==> src/rtl/clk_src_consts.svh <==
// constants for the system clock source selector
`ifndef CLK_SRC_CONSTS_SVH
`define CLK_SRC_CONSTS_SVH
`define SRC_FAST_RC 3'h0
`define SRC_FAST_RC_PLL 3'h1
`define SRC_PRIMARY 3'h2
`define SRC_PRIMARY_PLL 3'h3
`define SRC_SECONDARY 3'h4
`define SRC_LOW_POWER_RC 3'h5
`define SRC_RESERVED 3'h6
`define SRC_FAST_RC_DIV 3'h7
`define PMODE_EXT_CLOCK 2'h0
`define PMODE_STD_CRYSTAL 2'h1
`define PMODE_HS_CRYSTAL 2'h2
`define PMODE_OFF 2'h3
`define SRC_SEL_W 3
`define FAST_RC_HZ 8000000
`define USB_PLL_HZ 96000000
`define USB_CLK_HZ 48000000
`define SYS_CLK_HZ 40000000
`define FAIL_TIMEOUT_NS 2000
`define FAIL_TIMEOUT_CYC ((`FAIL_TIMEOUT_NS * 40 + 999) / 1000)
`endif

==> src/rtl/clk_src_pkg.sv <==
// types shared by the clock source selector
package clk_src_pkg;
  typedef enum logic [2:0] {
    SRC_FRC = 3'h0,
    SRC_FRC_PLL = 3'h1,
    SRC_PRI = 3'h2,
    SRC_PRI_PLL = 3'h3,
    SRC_SEC = 3'h4,
    SRC_LOW_POWER_INTERNAL_RC = 3'h5,
    SRC_RSVD = 3'h6,
    SRC_FRC_DIV = 3'h7
  } source_t;

  typedef enum logic [2:0] {
    PM_NONE = 3'h0,
    PM_EXT = 3'h1,
    PM_STD = 3'h2,
    PM_HS = 3'h3,
    PM_EXT_PLL = 3'h4,
    PM_XT_PLL = 3'h5
  } pri_mode_t;

  typedef struct packed {
    logic [1:0] primaryModeCfg;
    logic [2:0] initialSourceCfg;
    logic [1:0] switchMonitorCfg;
    logic oscOutPinFunctionCfg;
  } config_t;

  typedef struct packed {
    logic [2:0] currentSourceField;
    logic switchBusy;
    logic clockFailFlag;
    logic monitorEnabled;
    logic switchEnabled;
    logic configValid;
  } status_t;

  typedef enum logic [1:0] {
    SW_IDLE = 2'b00,
    SW_WAIT_OLD = 2'b01,
    SW_WAIT_NEW = 2'b11
  } sw_state_t;
endpackage

==> src/rtl/clock_mux_gate.sv <==
// glitch-free gated clock select leg
module clock_mux_gate (
  input wire logic sys_clk,
  input wire logic rst_n,
  input wire logic selReq,
  input wire logic srcTick,
  output logic gateOn,
  output logic tickOut
);
  // enable only changes when the source tick is low, so no pulse is cut
  always_ff @(posedge sys_clk)
  begin
    if (!rst_n)
      gateOn <= 1'b0;
    else if (!srcTick)
      gateOn <= selReq;
  end

  always_ff @(posedge sys_clk)
  begin
    if (!rst_n)
      tickOut <= 1'b0;
    else
      tickOut <= srcTick & gateOn;
  end
endmodule

==> src/rtl/system_clock_source_select.sv <==
// system clock source selector with switching and fail-safe monitor
`include "clk_src_consts.svh"
module system_clock_source_select #(
  parameter int FAIL_TIMEOUT = `FAIL_TIMEOUT_CYC,
  parameter int DIV_W = 3
) (
  input wire logic sys_clk,
  input wire logic rst_n,
  input wire clk_src_pkg::config_t cfgIn,
  input wire logic primaryOscTick,
  input wire logic secondaryOscTick,
  input wire logic fastRcTick,
  input wire logic lowPowerRcTick,
  input wire logic pllSysTick,
  input wire logic pllUsbTick,
  input wire logic [DIV_W-1:0] fastRcDivSel,
  input wire logic switchRequestSet,
  input wire logic [2:0] newSourceField,
  input wire logic clockFailClear,
  output logic sysClkTick,
  output logic instrClkTick,
  output logic usbClkTick,
  output logic oscOutPinO,
  output logic oscOutPinOe,
  output logic pllEnable,
  output clk_src_pkg::pri_mode_t primaryMode,
  output logic switchRequestBit,
  output clk_src_pkg::status_t status
);
  import clk_src_pkg::*;

  // maps a source code plus primary mode to its oscillator mode
  function automatic pri_mode_t decode_mode(input logic [2:0] src, input logic [1:0] pm);
    pri_mode_t m;
    m = PM_NONE;
    if (src == `SRC_PRIMARY_PLL)
    begin
      if (pm == `PMODE_STD_CRYSTAL)
        m = PM_XT_PLL;
      else if (pm == `PMODE_EXT_CLOCK)
        m = PM_EXT_PLL;
    end
    else if (src == `SRC_PRIMARY)
    begin
      case (pm)
        `PMODE_HS_CRYSTAL: m = PM_HS;
        `PMODE_STD_CRYSTAL: m = PM_STD;
        `PMODE_EXT_CLOCK: m = PM_EXT;
        default: m = PM_NONE;
      endcase
    end
    return m;
  endfunction

  // validity of a code with the primary mode field
  function automatic logic src_valid(input logic [2:0] src, input logic [1:0] pm);
    logic v;
    v = 1'b0;
    case (src)
      `SRC_RESERVED: v = 1'b0;
      `SRC_PRIMARY, `SRC_PRIMARY_PLL: v = (decode_mode(src, pm) != PM_NONE);
      default: v = 1'b1;
    endcase
    return v;
  endfunction

  // 3-flop filter for the asynchronous oscillator ticks
  logic [3:0][2:0] syncQ;
  logic [3:0] tickQ;
  logic [3:0] rawTick;
  assign rawTick = {lowPowerRcTick, secondaryOscTick, primaryOscTick, fastRcTick};
  always_ff @(posedge sys_clk)
  begin
    if (!rst_n)
    begin
      syncQ <= '0;
      tickQ <= '0;
    end
    else
    begin
      for (int i = 0; i < 4; i++)
      begin
        syncQ[i] <= {syncQ[i][1:0], rawTick[i]};
        if (syncQ[i][1] == syncQ[i][2])
          tickQ[i] <= syncQ[i][2];
      end
    end
  end

  logic [2:0] pllSyncQ;
  logic pllTickQ;
  logic [2:0] usbSyncQ;
  always_ff @(posedge sys_clk)
  begin
    if (!rst_n)
    begin
      pllSyncQ <= '0;
      pllTickQ <= 1'b0;
      usbSyncQ <= '0;
    end
    else
    begin
      pllSyncQ <= {pllSyncQ[1:0], pllSysTick};
      usbSyncQ <= {usbSyncQ[1:0], pllUsbTick};
      if (pllSyncQ[1] == pllSyncQ[2])
        pllTickQ <= pllSyncQ[2];
    end
  end

  // configuration captured once, at the first edge after reset release
  config_t cfgQ;
  logic cfgDoneQ;
  logic [2:0] curSrcQ;
  logic [2:0] curSrcD;
  always_ff @(posedge sys_clk)
  begin
    if (!rst_n)
    begin
      cfgQ <= '1;
      cfgDoneQ <= 1'b0;
    end
    else if (!cfgDoneQ)
    begin
      cfgQ <= cfgIn;
      cfgDoneQ <= 1'b1;
    end
  end

  logic switchEn;
  logic monitorEn;
  assign switchEn = cfgDoneQ & ~cfgQ.switchMonitorCfg[1];
  assign monitorEn = cfgDoneQ & (cfgQ.switchMonitorCfg == 2'b00);

  // fast RC postscaler divides by 2^sel
  logic [7:0] divCntQ;
  logic divTickQ;
  always_ff @(posedge sys_clk)
  begin
    if (!rst_n)
    begin
      divCntQ <= '0;
      divTickQ <= 1'b0;
    end
    else if (tickQ[0] & ~syncQ[0][2])
    begin
      divCntQ <= divCntQ + 8'h01;
    end
    else
      divTickQ <= (fastRcDivSel == '0) ? tickQ[0] : divCntQ[fastRcDivSel - 1'b1];
  end

  // per-source tick ahead of gating, indexed by source code
  logic [7:0] srcTick;
  always_comb
  begin
    srcTick = '0;
    srcTick[`SRC_FAST_RC] = tickQ[0];
    srcTick[`SRC_FAST_RC_PLL] = pllTickQ;
    srcTick[`SRC_PRIMARY] = tickQ[1];
    srcTick[`SRC_PRIMARY_PLL] = pllTickQ;
    srcTick[`SRC_SECONDARY] = tickQ[2];
    srcTick[`SRC_LOW_POWER_RC] = tickQ[3];
    srcTick[`SRC_FAST_RC_DIV] = divTickQ;
  end

  // switching state machine: drop old gate, then raise new gate
  sw_state_t swQ;
  logic [2:0] targetQ;
  logic [7:0] gateReq;
  logic [7:0] gateOn;
  logic [7:0] gated;
  logic reqQ;
  always_ff @(posedge sys_clk)
  begin
    if (!rst_n)
    begin
      swQ <= SW_IDLE;
      targetQ <= `SRC_FAST_RC_DIV;
      reqQ <= 1'b0;
    end
    else
    begin
      case (swQ)
        SW_IDLE:
        begin
          if (switchRequestSet & switchEn & src_valid(newSourceField, cfgQ.primaryModeCfg))
          begin
            targetQ <= newSourceField;
            reqQ <= 1'b1;
            swQ <= SW_WAIT_OLD;
          end
        end
        SW_WAIT_OLD:
          if (gateOn == '0)
            swQ <= SW_WAIT_NEW;
        SW_WAIT_NEW:
          if (gateOn[targetQ])
          begin
            reqQ <= 1'b0;
            swQ <= SW_IDLE;
          end
        default: swQ <= SW_IDLE;
      endcase
    end
  end

  // power-on source, then switch target once a switch finishes
  always_comb
  begin
    curSrcD = curSrcQ;
    if (!cfgDoneQ)
      curSrcD = `SRC_FAST_RC_DIV;
    else if (swQ == SW_IDLE && curSrcQ == `SRC_RESERVED)
      curSrcD = `SRC_FAST_RC_DIV;
    else if (swQ == SW_WAIT_NEW && gateOn[targetQ])
      curSrcD = targetQ;
  end
  logic firstQ;
  always_ff @(posedge sys_clk)
  begin
    if (!rst_n)
    begin
      curSrcQ <= `SRC_FAST_RC_DIV;
      firstQ <= 1'b1;
    end
    else if (firstQ & cfgDoneQ)
    begin
      // invalid power-on code falls back to fast RC with postscaler
      curSrcQ <= src_valid(cfgQ.initialSourceCfg, cfgQ.primaryModeCfg) ?
                 cfgQ.initialSourceCfg : `SRC_FAST_RC_DIV;
      firstQ <= 1'b0;
    end
    else
      curSrcQ <= curSrcD;
  end

  always_comb
  begin
    gateReq = '0;
    if (swQ == SW_IDLE)
      gateReq[curSrcQ] = cfgDoneQ & ~firstQ;
    else if (swQ == SW_WAIT_NEW)
      gateReq[targetQ] = 1'b1;
  end

  for (genvar g = 0; g < 8; g++)
  begin : gLeg
    clock_mux_gate uGate (
      .sys_clk(sys_clk),
      .rst_n(rst_n),
      .selReq(gateReq[g]),
      .srcTick(srcTick[g]),
      .gateOn(gateOn[g]),
      .tickOut(gated[g])
    );
  end

  // fail-safe monitor: no edge on the running source within the timeout
  logic [15:0] failCntQ;
  logic failFlagQ;
  logic lastTickQ;
  logic failEvent;
  assign failEvent = monitorEn && swQ == SW_IDLE && failCntQ == 16'(FAIL_TIMEOUT);
  always_ff @(posedge sys_clk)
  begin
    if (!rst_n)
    begin
      failCntQ <= '0;
      lastTickQ <= 1'b0;
    end
    else
    begin
      lastTickQ <= srcTick[curSrcQ];
      if (srcTick[curSrcQ] != lastTickQ || swQ != SW_IDLE || failEvent)
        failCntQ <= '0;
      else
        failCntQ <= failCntQ + 16'h0001;
    end
  end
  always_ff @(posedge sys_clk)
  begin
    if (!rst_n)
      failFlagQ <= 1'b0;
    else if (failEvent)
      failFlagQ <= 1'b1;
    else if (clockFailClear)
      failFlagQ <= 1'b0;
  end

  // outputs, instruction clock at half rate
  logic sysQ;
  logic instrQ;
  always_ff @(posedge sys_clk)
  begin
    if (!rst_n)
    begin
      sysQ <= 1'b0;
      instrQ <= 1'b0;
      sysClkTick <= 1'b0;
      instrClkTick <= 1'b0;
      usbClkTick <= 1'b0;
      oscOutPinO <= 1'b0;
      oscOutPinOe <= 1'b0;
      pllEnable <= 1'b0;
      primaryMode <= PM_NONE;
      switchRequestBit <= 1'b0;
      status <= '0;
    end
    else
    begin
      sysQ <= |gated;
      if (|gated & ~sysQ)
        instrQ <= ~instrQ;
      sysClkTick <= sysQ;
      instrClkTick <= instrQ;
      usbClkTick <= usbSyncQ[2];
      primaryMode <= decode_mode(curSrcQ, cfgQ.primaryModeCfg);
      pllEnable <= (curSrcQ == `SRC_FAST_RC_PLL) || (curSrcQ == `SRC_PRIMARY_PLL);
      if (curSrcQ == `SRC_PRIMARY && cfgQ.primaryModeCfg == `PMODE_EXT_CLOCK)
      begin
        oscOutPinOe <= 1'b1;
        oscOutPinO <= instrQ;
      end
      else if (cfgQ.primaryModeCfg == `PMODE_OFF)
      begin
        // pin function bit low: pin carries instruction clock
        oscOutPinOe <= ~cfgQ.oscOutPinFunctionCfg;
        oscOutPinO <= instrQ;
      end
      else
      begin
        oscOutPinOe <= 1'b0;
        oscOutPinO <= 1'b0;
      end
      switchRequestBit <= reqQ;
      status <= '{currentSourceField: curSrcQ, switchBusy: swQ != SW_IDLE,
                  clockFailFlag: failFlagQ, monitorEnabled: monitorEn,
                  switchEnabled: switchEn, configValid: cfgDoneQ & ~firstQ};
    end
  end
endmodule

==> config.mk <==
export PLATFORM = sky130hd
export DESIGN_NAME = system_clock_source_select
export DESIGN_NICKNAME = d
export VERILOG_FILES = /design/src/rtl/clk_src_pkg.sv /design/src/rtl/clock_mux_gate.sv /design/src/rtl/system_clock_source_select.sv
export VERILOG_INCLUDE_DIRS = /design/src /design/src/rtl
export SDC_FILE = /design/constraint.sdc
export NUM_CORES = 1
export LEC_CHECK = 0
export BUFFER_PORTS_ARGS = -buffer_cell sky130_fd_sc_hd__buf_2
export CORE_MARGIN = 2
export CORE_UTILIZATION = 60
export DETAILED_ROUTE_END_ITERATION = 16
export PLACE_DENSITY = 0.81
export SLEW_MARGIN = 40
export SYNTH_ARGS = -nofsm -noshare
export SYNTH_HDL_FRONTEND = slang
export SYNTH_SLANG_ARGS = --single-unit
==> constraint.sdc <==
create_clock -name sys_clk -period 5.7 [get_ports sys_clk]
set_clock_uncertainty 0.1 [all_clocks]
set_input_delay 0.855 -clock sys_clk [delete_from_list [all_inputs] [get_ports sys_clk]]
set_output_delay 0.855 -clock sys_clk [all_outputs]
set_load 0.005 [all_outputs]
Word level (Yosys, flattened, before mapping)
Index checks and enable logic that the tools add are counted.
{"block": "classes", "n_lt_le_gt_ge": 5, "n_eq_ne": 26, "n_mux": 53, "addsub": 3, "n_reduce_logical": 27, "bitwise_logic": 23}
{"operator": "$mux 3", "n": 17}
{"operator": "$mux 1", "n": 19}
{"operator": "$eq 3x2->1 const B", "n": 6}
{"operator": "$add 16x1->16 const B", "n": 1}
{"operator": "$eq 16x7->1 const B", "n": 1}
{"operator": "$mux 8", "n": 2}
{"operator": "$and 1x1->1", "n": 15}
{"operator": "$lt 3x4->1 const B", "n": 3}
{"operator": "$pmux 2 s3", "n": 2}
{"operator": "$mux 2", "n": 5}
{"operator": "$bmux 1 s3", "n": 3}
{"operator": "$eq 3x3->1 const B", "n": 3}
{"operator": "$add 8x1->8 const B", "n": 1}
{"operator": "$and 8x8->8", "n": 1}
{"operator": "$logic_not 8->1", "n": 1}
{"operator": "$logic_and 1x1->1", "n": 7}
{"operator": "$not 1->1", "n": 7}
{"operator": "$reduce_or 7->1", "n": 1}
{"operator": "$demux 1 s3", "n": 2}
{"operator": "$eq 2x2->1 const B", "n": 3}
{"operator": "$ge 3x1->1 const B", "n": 2}
{"operator": "$logic_not 2->1", "n": 3}
{"operator": "$ne 2x2->1 const B", "n": 3}
{"operator": "$pmux 1 s2", "n": 3}
{"operator": "13 further kinds", "n": 26}
{"block": "totals", "in_bits": 24, "regBits": 104, "wordCells": 194, "output_inout_bits": 18}

Logic depth before layout (Yosys ltp)
Gate-level depths: netlist of run 1.
{"block": "logic_depth", "depth_word": 14, "ltp_mapped": 7, "mapped_depth_nobuf": 6}

Modules after synthesis
Synthesis of run 1 repeated with hierarchy kept, for this count alone.
{"block": "unflattened", "cells_unflattened": 437, "area_unflattened_um2": 4272.8}
{"mod": "system_clock_source_select", "area_each_um2": 3762.4, "instances": 1, "seq_area_each_um2": 1781.7, "cells_per_inst": 397}
{"mod": "clock_mux_gate", "area_each_um2": 63.8, "instances": 8, "seq_area_each_um2": 40.0, "cells_per_inst": 5}

Worst setup path after synthesis of run 1
OpenSTA, ideal clock, no wires.
{"block": "synth_timing", "path_kind": "in2reg", "from": "input port fastRcDivSel[0]", "to": "register divTickQ", "t_required_ps": 5460, "path_stages": 6, "n_path_buf": 0, "path_slack_ps": 3228, "arrival_ps": 2233, "cell_sequence": "inv_1 > ha_1 > mux4_2 > mux2_2 > a21oi_1 > a221oi_1"}
{"block": "synth_between", "elab_chain_len": 4}
{"element": "from (decl)", "line_no": "system_clock_source_select.sv:16", "text": "input wire logic [DIV_W-1:0] fastRcDivSel,"}
{"element": "$sub 3x1->3", "line_no": "system_clock_source_select.sv:149", "text": "divTickQ <= (fastRcDivSel == '0) ? tickQ[0] : divCntQ[fastRcDivSel - 1'b1];"}
{"element": "$bmux 1 s3", "line_no": "system_clock_source_select.sv:149"}
{"element": "$mux 1 (not written as such)", "line_no": "system_clock_source_select.sv:149"}
{"element": "$mux 1 (*)", "line_no": "system_clock_source_select.sv:149"}
{"element": "to (signal assigned)", "line_no": "system_clock_source_select.sv:149"}
{"element": "to (decl)", "line_no": "system_clock_source_select.sv:136", "text": "logic divTickQ;"}
Mark *: on every way between the ends. The rest lies on a longest branch, timed or not. The select of a mux whose other input is x is not followed.
A chain may end at the register's enable or synchronous reset.

Worst setup path in the final report of run 1
Ends and elaborated chain as after synthesis.

==> metrics, run 1 <==
final period utilization=roughly two fifths; DR WL met2=approximately 3.8 mm; drt wl/cell=~14 um; initial antenna violation count=0; register area=2080 um2; vias in the first global route=around 2900; Yosys Warn Count=0; CTS-repair resized insts=0; share of cells above drive strength 1=19.5%; top_reg_cell synth=dfxtp_1; Total Power=roughly 1300 uW; Starting Density=around three fifths; CP Capture Type=flop; insertion delay to the later sink of the worst-skew pair=between 300 and 400 ps; DP Wirelength=between 5 and 6 mm; Site Rows=31; vias per cell=roughly 5.6; Worst EP arrival=roughly 2500 ps; path depth of the worst reg2reg path=4; first-pass detailed-route iteration total=4; M1 WL=about 3.6 mm; WL final=7.97 mm; sum of negative setup slack=0 ps; global placement routability congestion=between 0.9 and 1; die extent in y=approximately 89 um; GRT overflow=0; die width=89.4 um; Placed Area=around 4600 um2; Peak VDD IR=~0.16 mV; Fillers=565; # diodes=0; highest metal used=met4; GRT Util Overall=between 20% and 30%; internal power=956 uW; Final min period=2320 ps; final hold vios=0; endpoints failing setup=0; Cell Pwr Density=266 nW/um2; status=finished, final reports clean; post-synth top area share=a little under half; post-synthesis sequential area ratio=between 40% and 50%; largest cells by area after synthesis=dfxtp_1 48%, and2_1 3.9%, mux4_2 3.6%, mux2i_1 3.0%, ha_1 2.9%; multi-input logic area=2150 um2; Peak Freq=roughly 430 MHz; PortBufs=41; syn nets=between 400 and 500; DR iter-0 viols=roughly 160; hold_buf cts=0; Mapped Area=roughly 4400 um2; post-synth cell types=60; H-tree Lvls=3; net switching power=about 330 uW; clock slew at reported path FFs=110 ps; slew margin rel.=around 53%; crit-path max FO=4; die footprint=between 7000 and 8000 um2; fin area=slightly below 5000 um2; Yosys reg bits=around 100; Num CTS Buffers=9; slew at the pin closest to its max-slew limit=around 700 ps; EDFF count, synth=0; cell count of the worst hold path=1; WHS=around 340 ps; worst path required time=5830 ps; leading area contributor after synthesis=dfxtp_1; largest net degree at the start of global routing=56; Final ANT Viol Nets=0; Final Slew Violations=0; top-count cell post-synth=dfxtp_1; Core Box Area=7180 um2; RSZ-0062 raised after global routing=no; Clock Power Share=about a third; Syn Area/Cell=roughly 9.9 um2; clock buffer depth=2; Startpoint Class=input port; asr flop ratio synth=0%; I/O Pins=42; combinational power share=~5.8%; Sequential Power Share=between 50% and 60%; P_leak=~0.0020 uW; DRC=0; routed length on met3=371 um; first-pass GRT wire length=about 13 mm; Worst Hold Class=reg -> reg; Syn Inst Count=440; clock root buffer=clkbuf_8; TritonCTS clock tree=built; Syn-to-layout area delta=10.9%; Post-synth top cells=104 x dfxtp_1, 30 x nand2_1, 28 x nor2_1; NumNets Final=~500; max_cap viols=0; CTS sink count=around 100; switching share of power=25.9%; vias=roughly 3300; Crit Path Category=in -> reg; Post-CTS Setup Bufs=0
power groups by stage:
stage | sequential (uW) | clock, uW | combinational [uW]
6_report | 760 | 455 | 75.0
5_1_grt | 764 | 497 | 84.1
4_1_cts | 760 | 465 | 75.1
3_5_place_dp | 777 | 0 | 74.4
3_3_place_gp | 776 | 0 | 72.3
2_1_floorplan | 770 | 0 | 56.4
logic make-up (layout without fill, tap and decap cells):
family / after synthesis / after routing / share of synthesized area, %
and+or+nand+nor: 174 / 174 / 22.7
DFF: 104 / 104 / 47.6
AOI/OAI and AO/OA: 65 / 65 / 10.1
buffers and inverters: 38 / 79 / 3.66
muxes: 28 / 28 / 8.72
xor gates and xnor gates: 21 / 21 / 4.37
adders and majority gates: 10 / 10 / 2.86
flip-flops by register name, indices dropped and copies added, names as in the netlist, 4 cells and up:
signal              flops
gLeg.uGate.tickOut      7
gLeg.uGate.gateOn       8
failCntQ               16
divCntQ                 8
status                  8
syncQ                  12
tickQ                   4
cfgQ                    8
path summary, 6_finish.rpt:
check / slack [ps] / end / startpoint
worst max-delay path: 3380 / divTickQ / fastRcDivSel[0]
worst min register to register: 340 / syncQ[4] / syncQ[3]
worst max register to register: 3390 / failCntQ[3] / curSrcQ[1]
worst min-delay path: 340 / syncQ[4] / syncQ[3]
final cells by class:
class,instances,area share (%)
clock buffers,9,2.55
repair buffers,42,4.43
flip-flops and latches,104,42.9
multi-input cells,298,44.2
inverters,21,1.62
clock inverters,7,1.78
well taps,99,2.55
critical path: stages:
cell	delay, ps
buf_2	120
inv_1	80
ha_1	390
mux4_2	510
mux2_2	270
a21oi_1	140
a221oi_1	80
metal layers:
| layer | vias to the layer above | track usage (%) |
|---|---|---|
| met1 | 1544 | 27.4 |
| met2 | 83 | 34.2 |
| met5 | - | 0 |
| li1 | 1622 | - |
| met4 | 0 | 9.23 |
| met3 | 17 | 4.99 |
stage by stage:
step,cells,setup WS [ps],util (%)
after CTS,580,3320,67.6
after floorplan,440,3230,-
after global placement,564,2660,64.6
after detailed placement,564,2930,64.7
after global routing,580,3280,67.7
final,580,3380,67.7
placed cells by master (no fill, tap or decap), types with 10 or more instances in the layout:
cell type / n
a21oi_1: 14
and2_1: 27
and3_1: 12
buf_2: 40
dfxtp_1: 104
ha_1: 10
inv_1: 20
mux2i_1: 13
nand2_1: 30
nand3_1: 10
nor2_1: 28
nor3_1: 11
nor3_2: 10
o21ai_0: 15
xor2_1: 11
(Power assumes the default switching activity.)
==> run 2, diff against run 1 <==
- CORE_UTILIZATION: 60 -> 58
- PLACE_DENSITY: 0.81 -> 0.78
- clock period: 5.7 -> 2.4 ns (I/O delays scaled with it)
==> metrics, run 2 (synthesis gave the netlist of run 1 again) <==
final period utilization=around nine tenths; hold_buf cts=0; TritonCTS clock tree=built; die footprint=between 8000 and 9000 um2; internal power=2400 uW; crit-path max FO=16; CTS-repair resized insts=0; Syn-to-layout area delta=12.5%; Fillers=630; Biggest register=failCntQ; die extent in y=between 90 and 100 um; multi-input logic area=between 2000 and 2500 um2; Startpoint Class=flop; Total Power=between 3000 and 4000 uW; DR WL met2=between 4 and 5 mm; net switching power=roughly 700 uW; status=finished, final reports clean; register area=roughly 2100 um2; max_cap viols=0; Peak VDD IR=0.342 mV; Post-CTS Setup Bufs=0; die width=90.9 um; clock slew at reported path FFs=~90 ps; Worst EP arrival=roughly 2300 ps; Num CTS Buffers=9; CP Capture Type=flop; P_leak=~0.0021 uW; first-pass GRT wire length=14.8 mm; vias per cell=between 5 and 6; M1 WL=~3.9 mm; most frequent cells in the layout=104 x dfxtp_1, 41 x buf_2, 30 x nand2_1; DP Wirelength=~6.3 mm; PortBufs=between 40 and 50; RSZ-0062 raised after global routing=no; switching share of power=22.6%; initial antenna violation count=0; Final Slew Violations=0; # diodes=0; endpoints failing setup=0; WL final=around 8.6 mm; Clock Power Share=between 30% and 40%; Crit Path Category=reg -> reg; clock root buffer=clkbuf_8; routed length on met3=about 350 um; final hold vios=0; combinational power share=6.3%; largest net degree at the start of global routing=25; insertion delay to the later sink of the worst-skew pair=370 ps; H-tree Lvls=3; GRT overflow=0; vias in the first global route=between 3000 and 4000; first-pass detailed-route iteration total=4; Final min period=about 2100 ps; max reg flops=16; DRC=0; Critical Path Sink=failCntQ[2]; Core Box Area=7290 um2; worst r2r src=curSrcQ[1]; worst path required time=2530 ps; Starting Density=60.0%; drt wl/cell=between 10 and 15 um; Placed Area=4720 um2; NumNets Final=between 500 and 600; Final ANT Viol Nets=0; Register-to-Register Setup Slack=270 ps; global placement routability congestion=slightly below 0.9; Sequential Power Share=between 50% and 60%; GRT Util Overall=between 20 and 25%; vias=around 3300; DR iter-0 viols=157; sum of negative setup slack=0 ps; Cell Pwr Density=between 600 and 700 nW/um2; fin area=4930 um2; worst reg2reg endpoint=failCntQ[2]; Worst Hold Class=in -> reg; commonest non-fill, non-tap cell in the layout=dfxtp_1; Site Rows=31; CTS sink count=roughly 100; Peak Freq=between 400 and 500 MHz; crit path from=curSrcQ[1]; I/O Pins=42; slew margin rel.=a little over half; Regs by FF count=failCntQ x16, syncQ x12; share of cells above drive strength 1=approximately a fifth; path depth of the worst reg2reg path=4; clock buffer depth=2; slew at the pin closest to its max-slew limit=approximately 680 ps; highest metal used=met4
## run 2: layout make-up
class	instances	share of cell area [%]
Inverter	21	1.60
Tap cell	99	2.51
Sequential cell	104	42.3
Clock buffer	12	3.15
Multi-Input combinational cell	298	43.6
Clock inverter	4	1.07
Timing Repair Buffer	52	5.84
## run 2: power by group through the flow
| stage | clock [uW] | combinational [uW] | sequential, uW |
|---|---|---|---|
| CTS | 1130 | 197 | 1800 |
| finish | 1100 | 197 | 1800 |
| global route | 1200 | 222 | 1810 |
| detailed placement | 0 | 195 | 1840 |
| global placement | 0 | 191 | 1840 |
| floorplan | 0 | 134 | 1830 |
## run 2: worst min-delay path by stage
stage | startpoint | endpoint | slack, ps | cells past startpoint
floorplan | rst_n | cfgDoneQ | 290 | 0
global placement | usbSyncQ[1] | usbSyncQ[2] | 310 | 1
detailed placement | syncQ[0] | syncQ[1] | 320 | 1
CTS | primaryOscTick | syncQ[3] | 90 | 2
global route | secondaryOscTick | syncQ[6] | 80 | 2
finish | lowPowerRcTick | syncQ[9] | 100 | 2
## run 2: worst max-delay path: stages, from the launching register on
cell,delay (ps)
dfxtp_1,400
mux2_1,330
mux4_2,530
xor2_4,510
nor3_1,130
## run 2: stage by stage
step / hold WS, ps / utilization [%] / cells / worst slack [ps]
2_1_floorplan: 288 / - / 440 / 423
3_3_place_gp: 313 / 64.6 / 574 / 86.4
3_5_place_dp: 321 / 64.7 / 574 / 148
4_1_cts: 88.3 / 67.6 / 590 / 239
5_1_grt: 82.0 / 67.6 / 590 / 132
6_report: 95.8 / 67.6 / 590 / 272
## run 2: routing by layer
| metal | GRT usage [%] | up-vias |
|---|---|---|
| met2 | 37.8 | 60 |
| met3 | 4.59 | 14 |
| met1 | 28.0 | 1585 |
| met5 | 0 | - |
| met4 | 8.46 | 0 |
| li1 | - | 1634 |
